## config.mk

```make
export PLATFORM = sky130hd
export DESIGN_NAME = drd_ctrl
export DESIGN_NICKNAME = d
export VERILOG_FILES = /design/src/common/drd_pkg.sv /design/src/core/drd_ctrl.sv
export SDC_FILE = /design/constraint.sdc
export NUM_CORES = 1
export LEC_CHECK = 0
export ABC_CLOCK_PERIOD_IN_PS = 6900
export BUFFER_PORTS_ARGS = -buffer_cell sky130_fd_sc_hd__buf_4
export CORE_MARGIN = 2
export CORE_UTILIZATION = 40
export DETAILED_ROUTE_END_ITERATION = 10
export PLACE_DENSITY_LB_ADDON = 0.12
export SLEW_MARGIN = 10
export SYNTH_ARGS = -nofsm -noshare
export SYNTH_HDL_FRONTEND = slang
export SYNTH_SLANG_ARGS = --single-unit
```

## constraint.sdc

```tcl
create_clock -name core_clk -period 6.9 [get_ports core_clk]
set_clock_uncertainty 0.1 [all_clocks]
set_input_delay 0 -clock core_clk [delete_from_list [all_inputs] [get_ports core_clk]]
set_output_delay 0 -clock core_clk [all_outputs]
set_load 0.05 [all_outputs]
```

## src/common/drd_pkg.sv

```systemverilog
// Package for the disk read DMA controller: register map, command fields,
// on-disk format counts and state encodings.
// Assumes a single system clock; all users import drd_pkg::*.
package drd_pkg;
   // Register indices on the plain register port
   localparam logic [3:0] REG_CMD_A     = 4'h0;
   localparam logic [3:0] REG_CMD_B     = 4'h1;
   localparam logic [3:0] REG_SECTOR    = 4'h2;
   localparam logic [3:0] REG_WCOUNT    = 4'h3;
   localparam logic [3:0] REG_MEM_ADDR  = 4'h4;
   localparam logic [3:0] REG_STATUS    = 4'h5;
   localparam logic [3:0] REG_SILO      = 4'h6;
   localparam logic [3:0] REG_DRV_SHIFT = 4'h7;
   // Command register B fields
   localparam int CMDB_FUNC_LSB  = 0;
   localparam int CMDB_MAINT_BIT = 3;
   localparam int CMDB_IE_BIT    = 4;
   localparam int CMDB_DRV_LSB   = 5;
   localparam int CMDB_EMA_LSB   = 7;
   localparam int CMDB_MODE8_BIT = 10;
   // Command register A fields
   localparam int CMDA_HEAD_BIT  = 6;
   // Function codes
   localparam logic [2:0] FN_MAINT    = 3'h0;
   localparam logic [2:0] FN_RESET    = 3'h1;
   localparam logic [2:0] FN_STATUS   = 3'h2;
   localparam logic [2:0] FN_SEEK     = 3'h3;
   localparam logic [2:0] FN_RD_HDR   = 3'h4;
   localparam logic [2:0] FN_WRITE    = 3'h5;
   localparam logic [2:0] FN_READ     = 3'h6;
   localparam logic [2:0] FN_READ_NOH = 3'h7;
   // Status register bits
   localparam int ST_DONE = 0;
   localparam int ST_OPI  = 1;
   localparam int ST_HNF  = 2;
   localparam int ST_HEADER_CRC_ERROR = 3;
   localparam int ST_PAYLOAD_CRC_ERROR = 4;
   localparam int ST_DLT  = 5;
   // On-disk format
   localparam int HDR_BITS       = 48;
   localparam int DATA_BYTES     = 256;
   localparam int DATA_BITS      = 2048;
   localparam int CRC_BITS       = 16;
   localparam int WORDS12_SECTOR = 170;
   localparam int SHIFT_BITS     = 16;
   localparam int NUM_DRIVES     = 4;
   localparam logic [15:0] CRC_POLY = 16'h8005;
   localparam logic [15:0] CRC_INIT = 16'h0000;
   // Headers tried before giving up
   localparam int HDR_TRIES_MAX  = 64;
   // Header-less read window, in microseconds and cycles at 10 MHz
   localparam int CLK_MHZ        = 10;
   localparam int NOHDR_WIN_US   = 300;
   localparam int NOHDR_WIN_CYC  = NOHDR_WIN_US * CLK_MHZ;
   typedef enum logic [5:0] {
      S_IDLE = 6'b000001,
      S_HDR  = 6'b000010,
      S_GAP  = 6'b000100,
      S_DATA = 6'b001000,
      S_CRC  = 6'b010000,
      S_LOOP = 6'b100000
   } drd_state_t;
   typedef struct packed {
      logic       bit_valid;
      logic       bit_val;
      logic       sector_pulse;
   } drd_serial_t;
   typedef struct packed {
      logic       req;
      logic [14:0] addr;
      logic [11:0] data;
   } drd_dma_t;
endpackage

```

## src/core/drd_ctrl.sv

```systemverilog
// Read-side disk controller: register port, header search, CRC checks,
// 8/12-bit packing into a silo, DMA to memory and overlapped seeks.
// Assumes serial read bits arrive async (synchronised here) and memory
// acknowledges DMA requests with dma_ack on the same clock.
`timescale 1ns/1ps
`default_nettype none
module drd_ctrl
   import drd_pkg::*;
#(
   parameter int SILO_DEPTH = 4
) (
   input  wire logic                   core_clk,
   input  wire logic                   rst_n,
   input  wire logic [3:0]             reg_addr,
   input  wire logic [11:0]            reg_wdata,
   input  wire logic                   reg_wr,
   input  wire logic                   reg_rd,
   output logic [11:0]                 reg_rdata,
   input  wire drd_pkg::drd_serial_t   disk_in,
   input  wire logic [NUM_DRIVES-1:0]  seek_done,
   output logic [NUM_DRIVES-1:0]       seeking,
   output logic                        drv_shift_out,
   output logic                        drv_shift_valid,
   output drd_pkg::drd_dma_t           dma,
   input  wire logic                   dma_ack,
   output logic                        irq
);
   import drd_pkg::*;

   logic [11:0] cmd_a, cmd_b, sector, wcount;
   logic [14:0] mem_addr;
   logic        done, operation_incomplete_error, header_not_found_error, header_crc_error, payload_crc_error, transfer_late_error;
   drd_state_t  state;
   drd_serial_t sync1, sync2;
   logic [15:0] crc, hdr_word;
   logic [11:0] bit_cnt;
   logic [6:0]  hdr_tries;
   logic [11:0] acc;
   logic [3:0]  acc_n;
   logic [15:0] dshift;
   logic [4:0]  dshift_n;
   logic [11:0] silo_mem [SILO_DEPTH];
   logic [2:0]  silo_cnt;
   logic [1:0]  wp, rp;
   logic        push;
   logic [11:0] push_data;
   logic [11:0] nohdr_timer;

   wire mode8   = cmd_b[CMDB_MODE8_BIT];
   wire [2:0] func = cmd_b[CMDB_FUNC_LSB +: 3];
   wire cmdb_wr = reg_wr && reg_addr == REG_CMD_B;
   wire bitv    = sync2.bit_valid;
   wire bitd    = sync2.bit_val;
   wire crc_fb  = crc[15] ^ bitd;
   wire [15:0] crc_nx = {crc[14:0], 1'b0} ^ (crc_fb ? CRC_POLY : 16'h0000);
   wire [11:0] acc_nx = {acc[10:0], bitd};
   wire [3:0] acc_full = mode8 ? 4'h8 : 4'hc;
   wire silo_pop = dma_ack && dma.req;
   wire silo_full = silo_cnt == 3'(SILO_DEPTH);
   // Desired address: sector in low bits, head and cylinder from A
   wire [15:0] want_addr = {4'h0, cmd_a} | {10'h000, sector[5:0]};

   // Two-flop synchroniser for the serial read channel
   always_ff @(posedge core_clk) begin
      if (!rst_n) begin
         sync1 <= '0;
         sync2 <= '0;
      end else begin
         sync1 <= disk_in;
         sync2 <= sync1;
      end
   end

   // Register writes; command B starts a command
   always_ff @(posedge core_clk) begin
      if (!rst_n) begin
         cmd_a  <= 12'h000;
         cmd_b  <= 12'h000;
         sector <= 12'h000;
      end else if (reg_wr && state == S_IDLE) begin
         case (reg_addr)
            REG_CMD_A:  cmd_a  <= reg_wdata;
            REG_CMD_B:  cmd_b  <= reg_wdata;
            REG_SECTOR: sector <= reg_wdata;
            default: ;
         endcase
      end
   end

   // Word count and memory address advance on each DMA word
   always_ff @(posedge core_clk) begin
      if (!rst_n) begin
         wcount   <= 12'h000;
         mem_addr <= 15'h0000;
      end else if (reg_wr && state == S_IDLE &&
                   reg_addr == REG_WCOUNT) begin
         wcount <= reg_wdata;
      end else if (reg_wr && state == S_IDLE &&
                   reg_addr == REG_MEM_ADDR) begin
         mem_addr <= {3'h0, reg_wdata};
      end else if (silo_pop) begin
         wcount   <= wcount + 12'h001;
         mem_addr <= mem_addr + 15'h0001;
      end else if (cmdb_wr && state == S_IDLE) begin
         mem_addr[14:12] <= reg_wdata[CMDB_EMA_LSB +: 3];
      end
   end

   // Drive shift register: loaded on each command, sources ORed
   always_ff @(posedge core_clk) begin
      if (!rst_n) begin
         dshift   <= 16'h0000;
         dshift_n <= 5'h00;
      end else if (cmdb_wr && state == S_IDLE) begin
         dshift   <= {4'h0, cmd_a} | {10'h000, sector[5:0]} |
                     {13'h0000, reg_wdata[2:0]};
         dshift_n <= 5'(SHIFT_BITS);
      end else if (dshift_n != 5'h00) begin
         dshift   <= {dshift[14:0], 1'b0};
         dshift_n <= dshift_n - 5'h01;
      end
   end
   assign drv_shift_out   = dshift[15];
   assign drv_shift_valid = dshift_n != 5'h00;

   // Overlapped seeks, one flag per drive
   genvar g;
   generate
      for (g = 0; g < NUM_DRIVES; g++) begin : g_seek
         always_ff @(posedge core_clk) begin
            if (!rst_n)
               seeking[g] <= 1'b0;
            else if (cmdb_wr && state == S_IDLE &&
                     reg_wdata[2:0] == FN_SEEK &&
                     reg_wdata[CMDB_DRV_LSB +: 2] == 2'(g))
               seeking[g] <= 1'b1;
            else if (seek_done[g])
               seeking[g] <= 1'b0;
         end
      end
   endgenerate

   // Header-less read window timer, restarted after each header the sequencer reads in S_HDR
   always_ff @(posedge core_clk) begin
      if (!rst_n)
         nohdr_timer <= 12'h000;
      else if (state == S_HDR && bitv && bit_cnt == 12'(HDR_BITS - 1))
         nohdr_timer <= 12'(NOHDR_WIN_CYC);
      else if (nohdr_timer != 12'h000)
         nohdr_timer <= nohdr_timer - 12'h001;
   end

   // Sequencer: header search, data field, data CRC, loopback
   always_ff @(posedge core_clk) begin
      if (!rst_n) begin
         state     <= S_IDLE;
         done      <= 1'b1;
         {operation_incomplete_error, header_not_found_error, header_crc_error, payload_crc_error, transfer_late_error} <= 5'h00;
         crc       <= CRC_INIT;
         hdr_word  <= 16'h0000;
         bit_cnt   <= 12'h000;
         hdr_tries <= 7'h00;
         acc       <= 12'h000;
         acc_n     <= 4'h0;
         push      <= 1'b0;
         push_data <= 12'h000;
      end else begin
         push <= 1'b0;
         if (silo_full && push)
            transfer_late_error <= 1'b1;
         case (state)
            S_IDLE: if (cmdb_wr) begin
               done <= 1'b0;
               {operation_incomplete_error, header_not_found_error, header_crc_error, payload_crc_error, transfer_late_error} <= 5'h00;
               bit_cnt   <= 12'h000;
               hdr_tries <= 7'h00;
               crc       <= CRC_INIT;
               acc_n     <= 4'h0;
               if (reg_wdata[CMDB_MAINT_BIT])
                  state <= S_LOOP;
               else if (reg_wdata[2:0] == FN_READ)
                  state <= S_HDR;
               else if (reg_wdata[2:0] == FN_READ_NOH)
                  state <= (nohdr_timer != 12'h000) ? S_GAP : S_HDR;
               else
                  done <= 1'b1;
            end
            S_HDR: if (bitv) begin
               crc     <= crc_nx;
               bit_cnt <= bit_cnt + 12'h001;
               if (bit_cnt < 12'd16)
                  hdr_word <= {hdr_word[14:0], bitd};
               if (bit_cnt == 12'(HDR_BITS - 1)) begin
                  bit_cnt <= 12'h000;
                  crc     <= CRC_INIT;
                  if (func == FN_READ_NOH) begin
                     state <= S_DATA;
                  end else if (crc_nx != 16'h0000) begin
                     header_crc_error <= 1'b1;
                     done <= 1'b1;
                     state <= S_IDLE;
                  end else if (hdr_word == want_addr) begin
                     state <= S_DATA;
                  end else if (hdr_tries == 7'(HDR_TRIES_MAX - 1)) begin
                     operation_incomplete_error  <= 1'b1;
                     header_not_found_error  <= 1'b1;
                     done <= 1'b1;
                     state <= S_IDLE;
                  end else begin
                     hdr_tries <= hdr_tries + 7'h01;
                  end
               end
            end
            S_GAP: if (sync2.sector_pulse) begin
               // The next header passes unchecked, then its data field
               bit_cnt <= 12'h000;
               state   <= S_HDR;
            end
            S_DATA: if (bitv) begin
               crc     <= crc_nx;
               bit_cnt <= bit_cnt + 12'h001;
               acc     <= acc_nx;
               acc_n   <= acc_n + 4'h1;
               if (acc_n == acc_full - 4'h1) begin
                  acc_n <= 4'h0;
                  push  <= wcount != 12'h000;
                  push_data <= mode8 ? {4'h0, acc_nx[7:0]}
                                     : acc_nx;
               end
               if (bit_cnt == 12'(DATA_BITS - 1)) begin
                  // 12-bit mode drops the 8 leftover bits
                  acc_n   <= 4'h0;
                  bit_cnt <= 12'h000;
                  state   <= S_CRC;
               end
            end
            S_CRC: if (bitv) begin
               crc     <= crc_nx;
               bit_cnt <= bit_cnt + 12'h001;
               if (bit_cnt == 12'(CRC_BITS - 1)) begin
                  bit_cnt <= 12'h000;
                  crc     <= CRC_INIT;
                  if (crc_nx != 16'h0000) begin
                     payload_crc_error  <= 1'b1;
                     done  <= 1'b1;
                     state <= S_IDLE;
                  end else if (wcount == 12'h000) begin
                     done  <= 1'b1;
                     state <= S_IDLE;
                  end else begin
                     // Next sector; no seek within a transfer
                     state <= S_HDR;
                  end
               end
            end
            S_LOOP: if (drv_shift_valid) begin
               acc   <= {acc[10:0], drv_shift_out};
               acc_n <= acc_n + 4'h1;
               if (acc_n == 4'h7) begin
                  acc_n     <= 4'h0;
                  push      <= 1'b1;
                  push_data <= {4'h0, acc[6:0], drv_shift_out};
               end
            end else begin
               done  <= 1'b1;
               state <= S_IDLE;
            end
            default: state <= S_IDLE;
         endcase
         if (transfer_late_error && state != S_IDLE) begin
            done  <= 1'b1;
            state <= S_IDLE;
         end
      end
   end

   // Silo: words from disk wait here for DMA or a programmed read
   wire silo_rd = reg_rd && reg_addr == REG_SILO && silo_cnt != 3'h0;
   wire pop_any = silo_pop || silo_rd;
   wire do_push = push && !silo_full;
   always_ff @(posedge core_clk) begin
      if (!rst_n) begin
         silo_cnt <= 3'h0;
         wp <= 2'h0;
         rp <= 2'h0;
      end else begin
         if (do_push) begin
            silo_mem[wp] <= push_data;
            wp <= wp + 2'h1;
         end
         if (pop_any)
            rp <= rp + 2'h1;
         silo_cnt <= silo_cnt + (do_push ? 3'h1 : 3'h0)
                              - (pop_any ? 3'h1 : 3'h0);
      end
   end

   // DMA only for data reads; maintenance loopback stays for the program
   always_comb begin
      dma.req  = silo_cnt != 3'h0 && !cmd_b[CMDB_MAINT_BIT] &&
                 (func == FN_READ || func == FN_READ_NOH);
      dma.addr = mem_addr;
      dma.data = silo_mem[rp];
   end

   assign irq = done && cmd_b[CMDB_IE_BIT];

   always_ff @(posedge core_clk) begin
      if (!rst_n)
         reg_rdata <= 12'h000;
      else if (reg_rd) begin
         case (reg_addr)
            REG_CMD_A:    reg_rdata <= cmd_a;
            REG_CMD_B:    reg_rdata <= cmd_b;
            REG_SECTOR:   reg_rdata <= sector;
            REG_WCOUNT:   reg_rdata <= wcount;
            REG_MEM_ADDR: reg_rdata <= mem_addr[11:0];
            REG_STATUS:   reg_rdata <= {6'h00, transfer_late_error, payload_crc_error, header_crc_error, header_not_found_error, operation_incomplete_error,
                                        done};
            REG_SILO:     reg_rdata <= silo_cnt != 3'h0 ? silo_mem[rp]
                                                        : 12'h000;
            default:      reg_rdata <= 12'h000;
         endcase
      end else
         reg_rdata <= 12'h000;
   end

   a_irq_done: assert property (@(posedge core_clk) disable iff (!rst_n)
      irq |-> done)
      else $error("irq without done");
   a_wc_step: assert property (@(posedge core_clk) disable iff (!rst_n)
      silo_pop |=> wcount == $past(wcount) + 12'h001)
      else $error("word count did not step");
   a_start: assert property (@(posedge core_clk) disable iff (!rst_n)
      (cmdb_wr && state == S_IDLE && reg_wdata[2:0] == FN_READ &&
       !reg_wdata[CMDB_MAINT_BIT]) |=> !done && state == S_HDR)
      else $error("read did not start");
   a_byte8: assert property (@(posedge core_clk) disable iff (!rst_n)
      (push && mode8) |-> push_data[11:8] == 4'h0)
      else $error("upper bits not zero");
   a_end: assert property (@(posedge core_clk) disable iff (!rst_n)
      (state == S_CRC && bitv && bit_cnt == 12'd15 && wcount == 12'h000
       && !transfer_late_error) |=> done)
      else $error("no end at zero count");
   a_dlt: assert property (@(posedge core_clk) disable iff (!rst_n)
      (push && silo_full) |=> transfer_late_error)
      else $error("late not flagged");
   a_data_after_hdr: assert property (@(posedge core_clk)
      disable iff (!rst_n)
      (state == S_DATA && $past(state) == S_HDR) |->
      ($past(hdr_word) == $past(want_addr) || func == FN_READ_NOH))
      else $error("data without matching header");
   a_seek: assert property (@(posedge core_clk) disable iff (!rst_n)
      (cmdb_wr && state == S_IDLE && reg_wdata[2:0] == FN_SEEK &&
       !seek_done[reg_wdata[CMDB_DRV_LSB +: 2]])
      |=> seeking[$past(reg_wdata[CMDB_DRV_LSB +: 2])])
      else $error("seek flag not set");
endmodule // drd_ctrl
`default_nettype wire

```

==> run summary <==
Antenna-violating nets left: 0
H-tree levels: 1
Grt ovf: 0
DR vias/cell: 5.543
Unrepaired setup endpoints after global routing: no
Core Rows: 64
Wire per inst: 18.62 µm
Initial antenna violation count: 0
Final antenna diode count: 0
Worst Setup Start Kind: register
Mapped Area: 0.01235 mm²
Worst EP arrival: 4.16 ns
First-pass detailed-route iteration total: 6
Warnings, synthesis: 0
Final Cycle Share: 54.91%
Final Wtd Congestion: 0.8502
Die width: 179.7 µm
Critical path peak fanout: 34
Fillers: 2948
DIE AREA: 0.03231 mm²
Via count: 10.30k
Synth-to-Final Area Change: 17.30%
CTS Buffer Depth: 3
Unique masters post-synth: 83
Status: completed
Clk root buf: clkbuf_16
Largest net degree at the start of global routing: 80
Number of global-route vias before repair: 9906
Max Cap Violations: 0
Starting Density: 40.49%
Die height: 179.7 µm
Highest clock rate: 263.9 MHz
1st-iter DRT viols: 668
Post-DP HPWL: 23.32 mm
Syn nets: 1415
Io pins: 75
Final Max Slew Viols: 0
Flops & latches, synth: 265
CTS tree: built
TritonCTS buffer count: 30
Hold WS: 0.2112 ns
Port bufs: 74
Multi-input logic area: 0.006131 mm²
Critical path class: register to register
Worst skew pair latency: 0.57 ns
Final hold violations: 0
WP data required: 7.28 ns
Worst-Margin Slew: 1.119 ns
Synth Flop Type: dfxtp_1
Avg Cell Area, Syn: 9.011 µm²
Post-Route WL: 34.59 mm
Minimum clock period: 3.789 ns
First-pass GRT wire length: 55.16 mm
Layout cells sized above 1: 12.11%
Area occupied by registers: 0.005786 mm²
Sequential area share after synthesis: 46.83%
Post-synthesis cell count: 1371
Pwr dens: 282.2 mW/mm²
Placed Cells: 1762
Post-CTS Setup Bufs: 0
Worst VDD drop: 0.0002144 V
Relative slew slack: 25.07%
Hold crit path type: primary input to register
TNS Setup: 0 ns
Final setup fails: 0
Total track usage: 21.02%
Clock Pin Slew Worst Setup and Hold Paths: 0.07 ns
Pleak: 5.069 nW
Residual DRC count: 0
Fin cells: 1858
Post-synth EDFFs: 48
Final-stage net count: 1482
Pwr Total: 4.090 mW
Core area: 0.03051 mm²
CTS sink cnt: 265
Ys async rst share: 0%
CP Capture Type: register
[what timing repair did]
item / CTS / global route
hold endpoints to repair: 117 / 0
hold buffers: 40 / 0
gates resized for setup: 0 / 0
[metal layers]
metal	vias up	share of wire (%)	routed length, µm	GRT usage [%]
met5	-	0	0	0
met4	0	2.5	875	5.821
met3	55	4.1	1426	3.120
met2	218	46	15970	34.16
met1	4945	47	16320	29.19
li1	5080	-	-	-
[synthesized netlist by cell type, drive strengths merged, types with 16 or more instances]
library cell / count / area share [%]
mux2i: 53 / 4.3
o21ai: 49 / 2.0
inv: 25 / 0.76
xnor2: 20 / 1.4
nor3: 38 / 1.6
nand3: 59 / 2.4
xor2: 23 / 1.6
nand4: 16 / 0.81
nand2: 198 / 6.0
clkbuf: 62 / 1.9
or3: 16 / 0.81
buf: 25 / 0.99
dfxtp: 217 / 35
a21oi: 130 / 5.4
a311oi: 18 / 1.3
nor4: 17 / 0.91
edfxtp: 48 / 12
nor2: 126 / 3.8
[cells by family after synthesis]
logic type | after synthesis | synth area share (%)
AO/OA/AOI/OAI | 290 | 14.87
XOR/XNOR | 43 | 3.048
adder cells (fa/ha/maj) | 16 | 1.681
buffers and inverters | 112 | 3.636
flip-flops | 265 | 46.83
multiplexers | 67 | 6.755
AND/OR/NAND/NOR | 578 | 23.18
[registers in the layout, indices dropped and copies added, names as in the netlist, 15 cells and up, named ones only]
name,cells
crc,16
silo_mem,48
hdr_word,16
mem_addr,15
dshift,16
[placed cells by master, fill, tap and decap left out, types with 15 or more instances in the layout]
cell type | Yosys | layout
xor2_1 | 23 | 23
o21ai_0 | 46 | 46
nand2b_1 | 15 | 15
nor2_1 | 126 | 126
nand2_1 | 197 | 197
edfxtp_1 | 48 | 48
mux2i_1 | 53 | 53
inv_1 | 25 | 24
clkbuf_16 | 0 | 30
and2_1 | 15 | 15
dlygate4sd3_1 | 0 | 40
ha_1 | 15 | 15
xnor2_1 | 20 | 20
a311oi_1 | 18 | 18
nand4_1 | 16 | 16
or3_1 | 16 | 16
and3_1 | 15 | 15
nand3_1 | 59 | 59
nor4_1 | 16 | 16
a21oi_1 | 129 | 129
nor3_1 | 37 | 36
dfxtp_1 | 217 | 217
buf_4 | 2 | 82
[layout make-up]
type | instances | area share [%]
flip-flops and latches | 265 | 39.92
multi-input cells | 994 | 42.31
clock buffers | 43 | 5.958
inverters | 25 | 0.6648
clock inverters | 13 | 0.7166
well taps | 396 | 3.419
repair buffers | 122 | 7.011
[path summary, 6_finish.rpt]
path | cells after the start | end | slack, ns | startpoint
setup / recovery | 8 | seeking[0] | 3.11 | state[2]
hold / removal | 4 | cmd_a[4] | 0.21 | reg_wdata[4]
setup reg to reg | 8 | seeking[0] | 3.11 | state[2]
hold reg to reg | 1 | sync2[0] | 0.33 | sync1[0]
[critical path, stage by stage, from the launching register on]
cell and delay, ns:
dfxtp_1 0.39, nor2_1 0.65, nand4_1 0.71, buf_4 0.50, nor3_1 0.38, nor3b_1 0.23, a21oi_1 0.06, dlygate4sd3_1 0.56
nor2_1 0.09
[per-stage QoR]
stage,worst slack [ns],utilization (%),cell area [µm²]
finish,3.111,47.50,14490
floorplan,4.367,-,12350
detailed placement,3.647,43.02,13120
global route,2.838,47.50,14490
global placement,3.769,43.02,13120
CTS,3.217,47.50,14490
[report_power, final]
group / switching, mW / total (mW) / internal, mW
logic: 0.524 / 0.801 / 0.277
registers: 0.0849 / 1.72 / 1.64
clock network: 0.659 / 1.57 / 0.906
(Power assumes the default switching activity.)
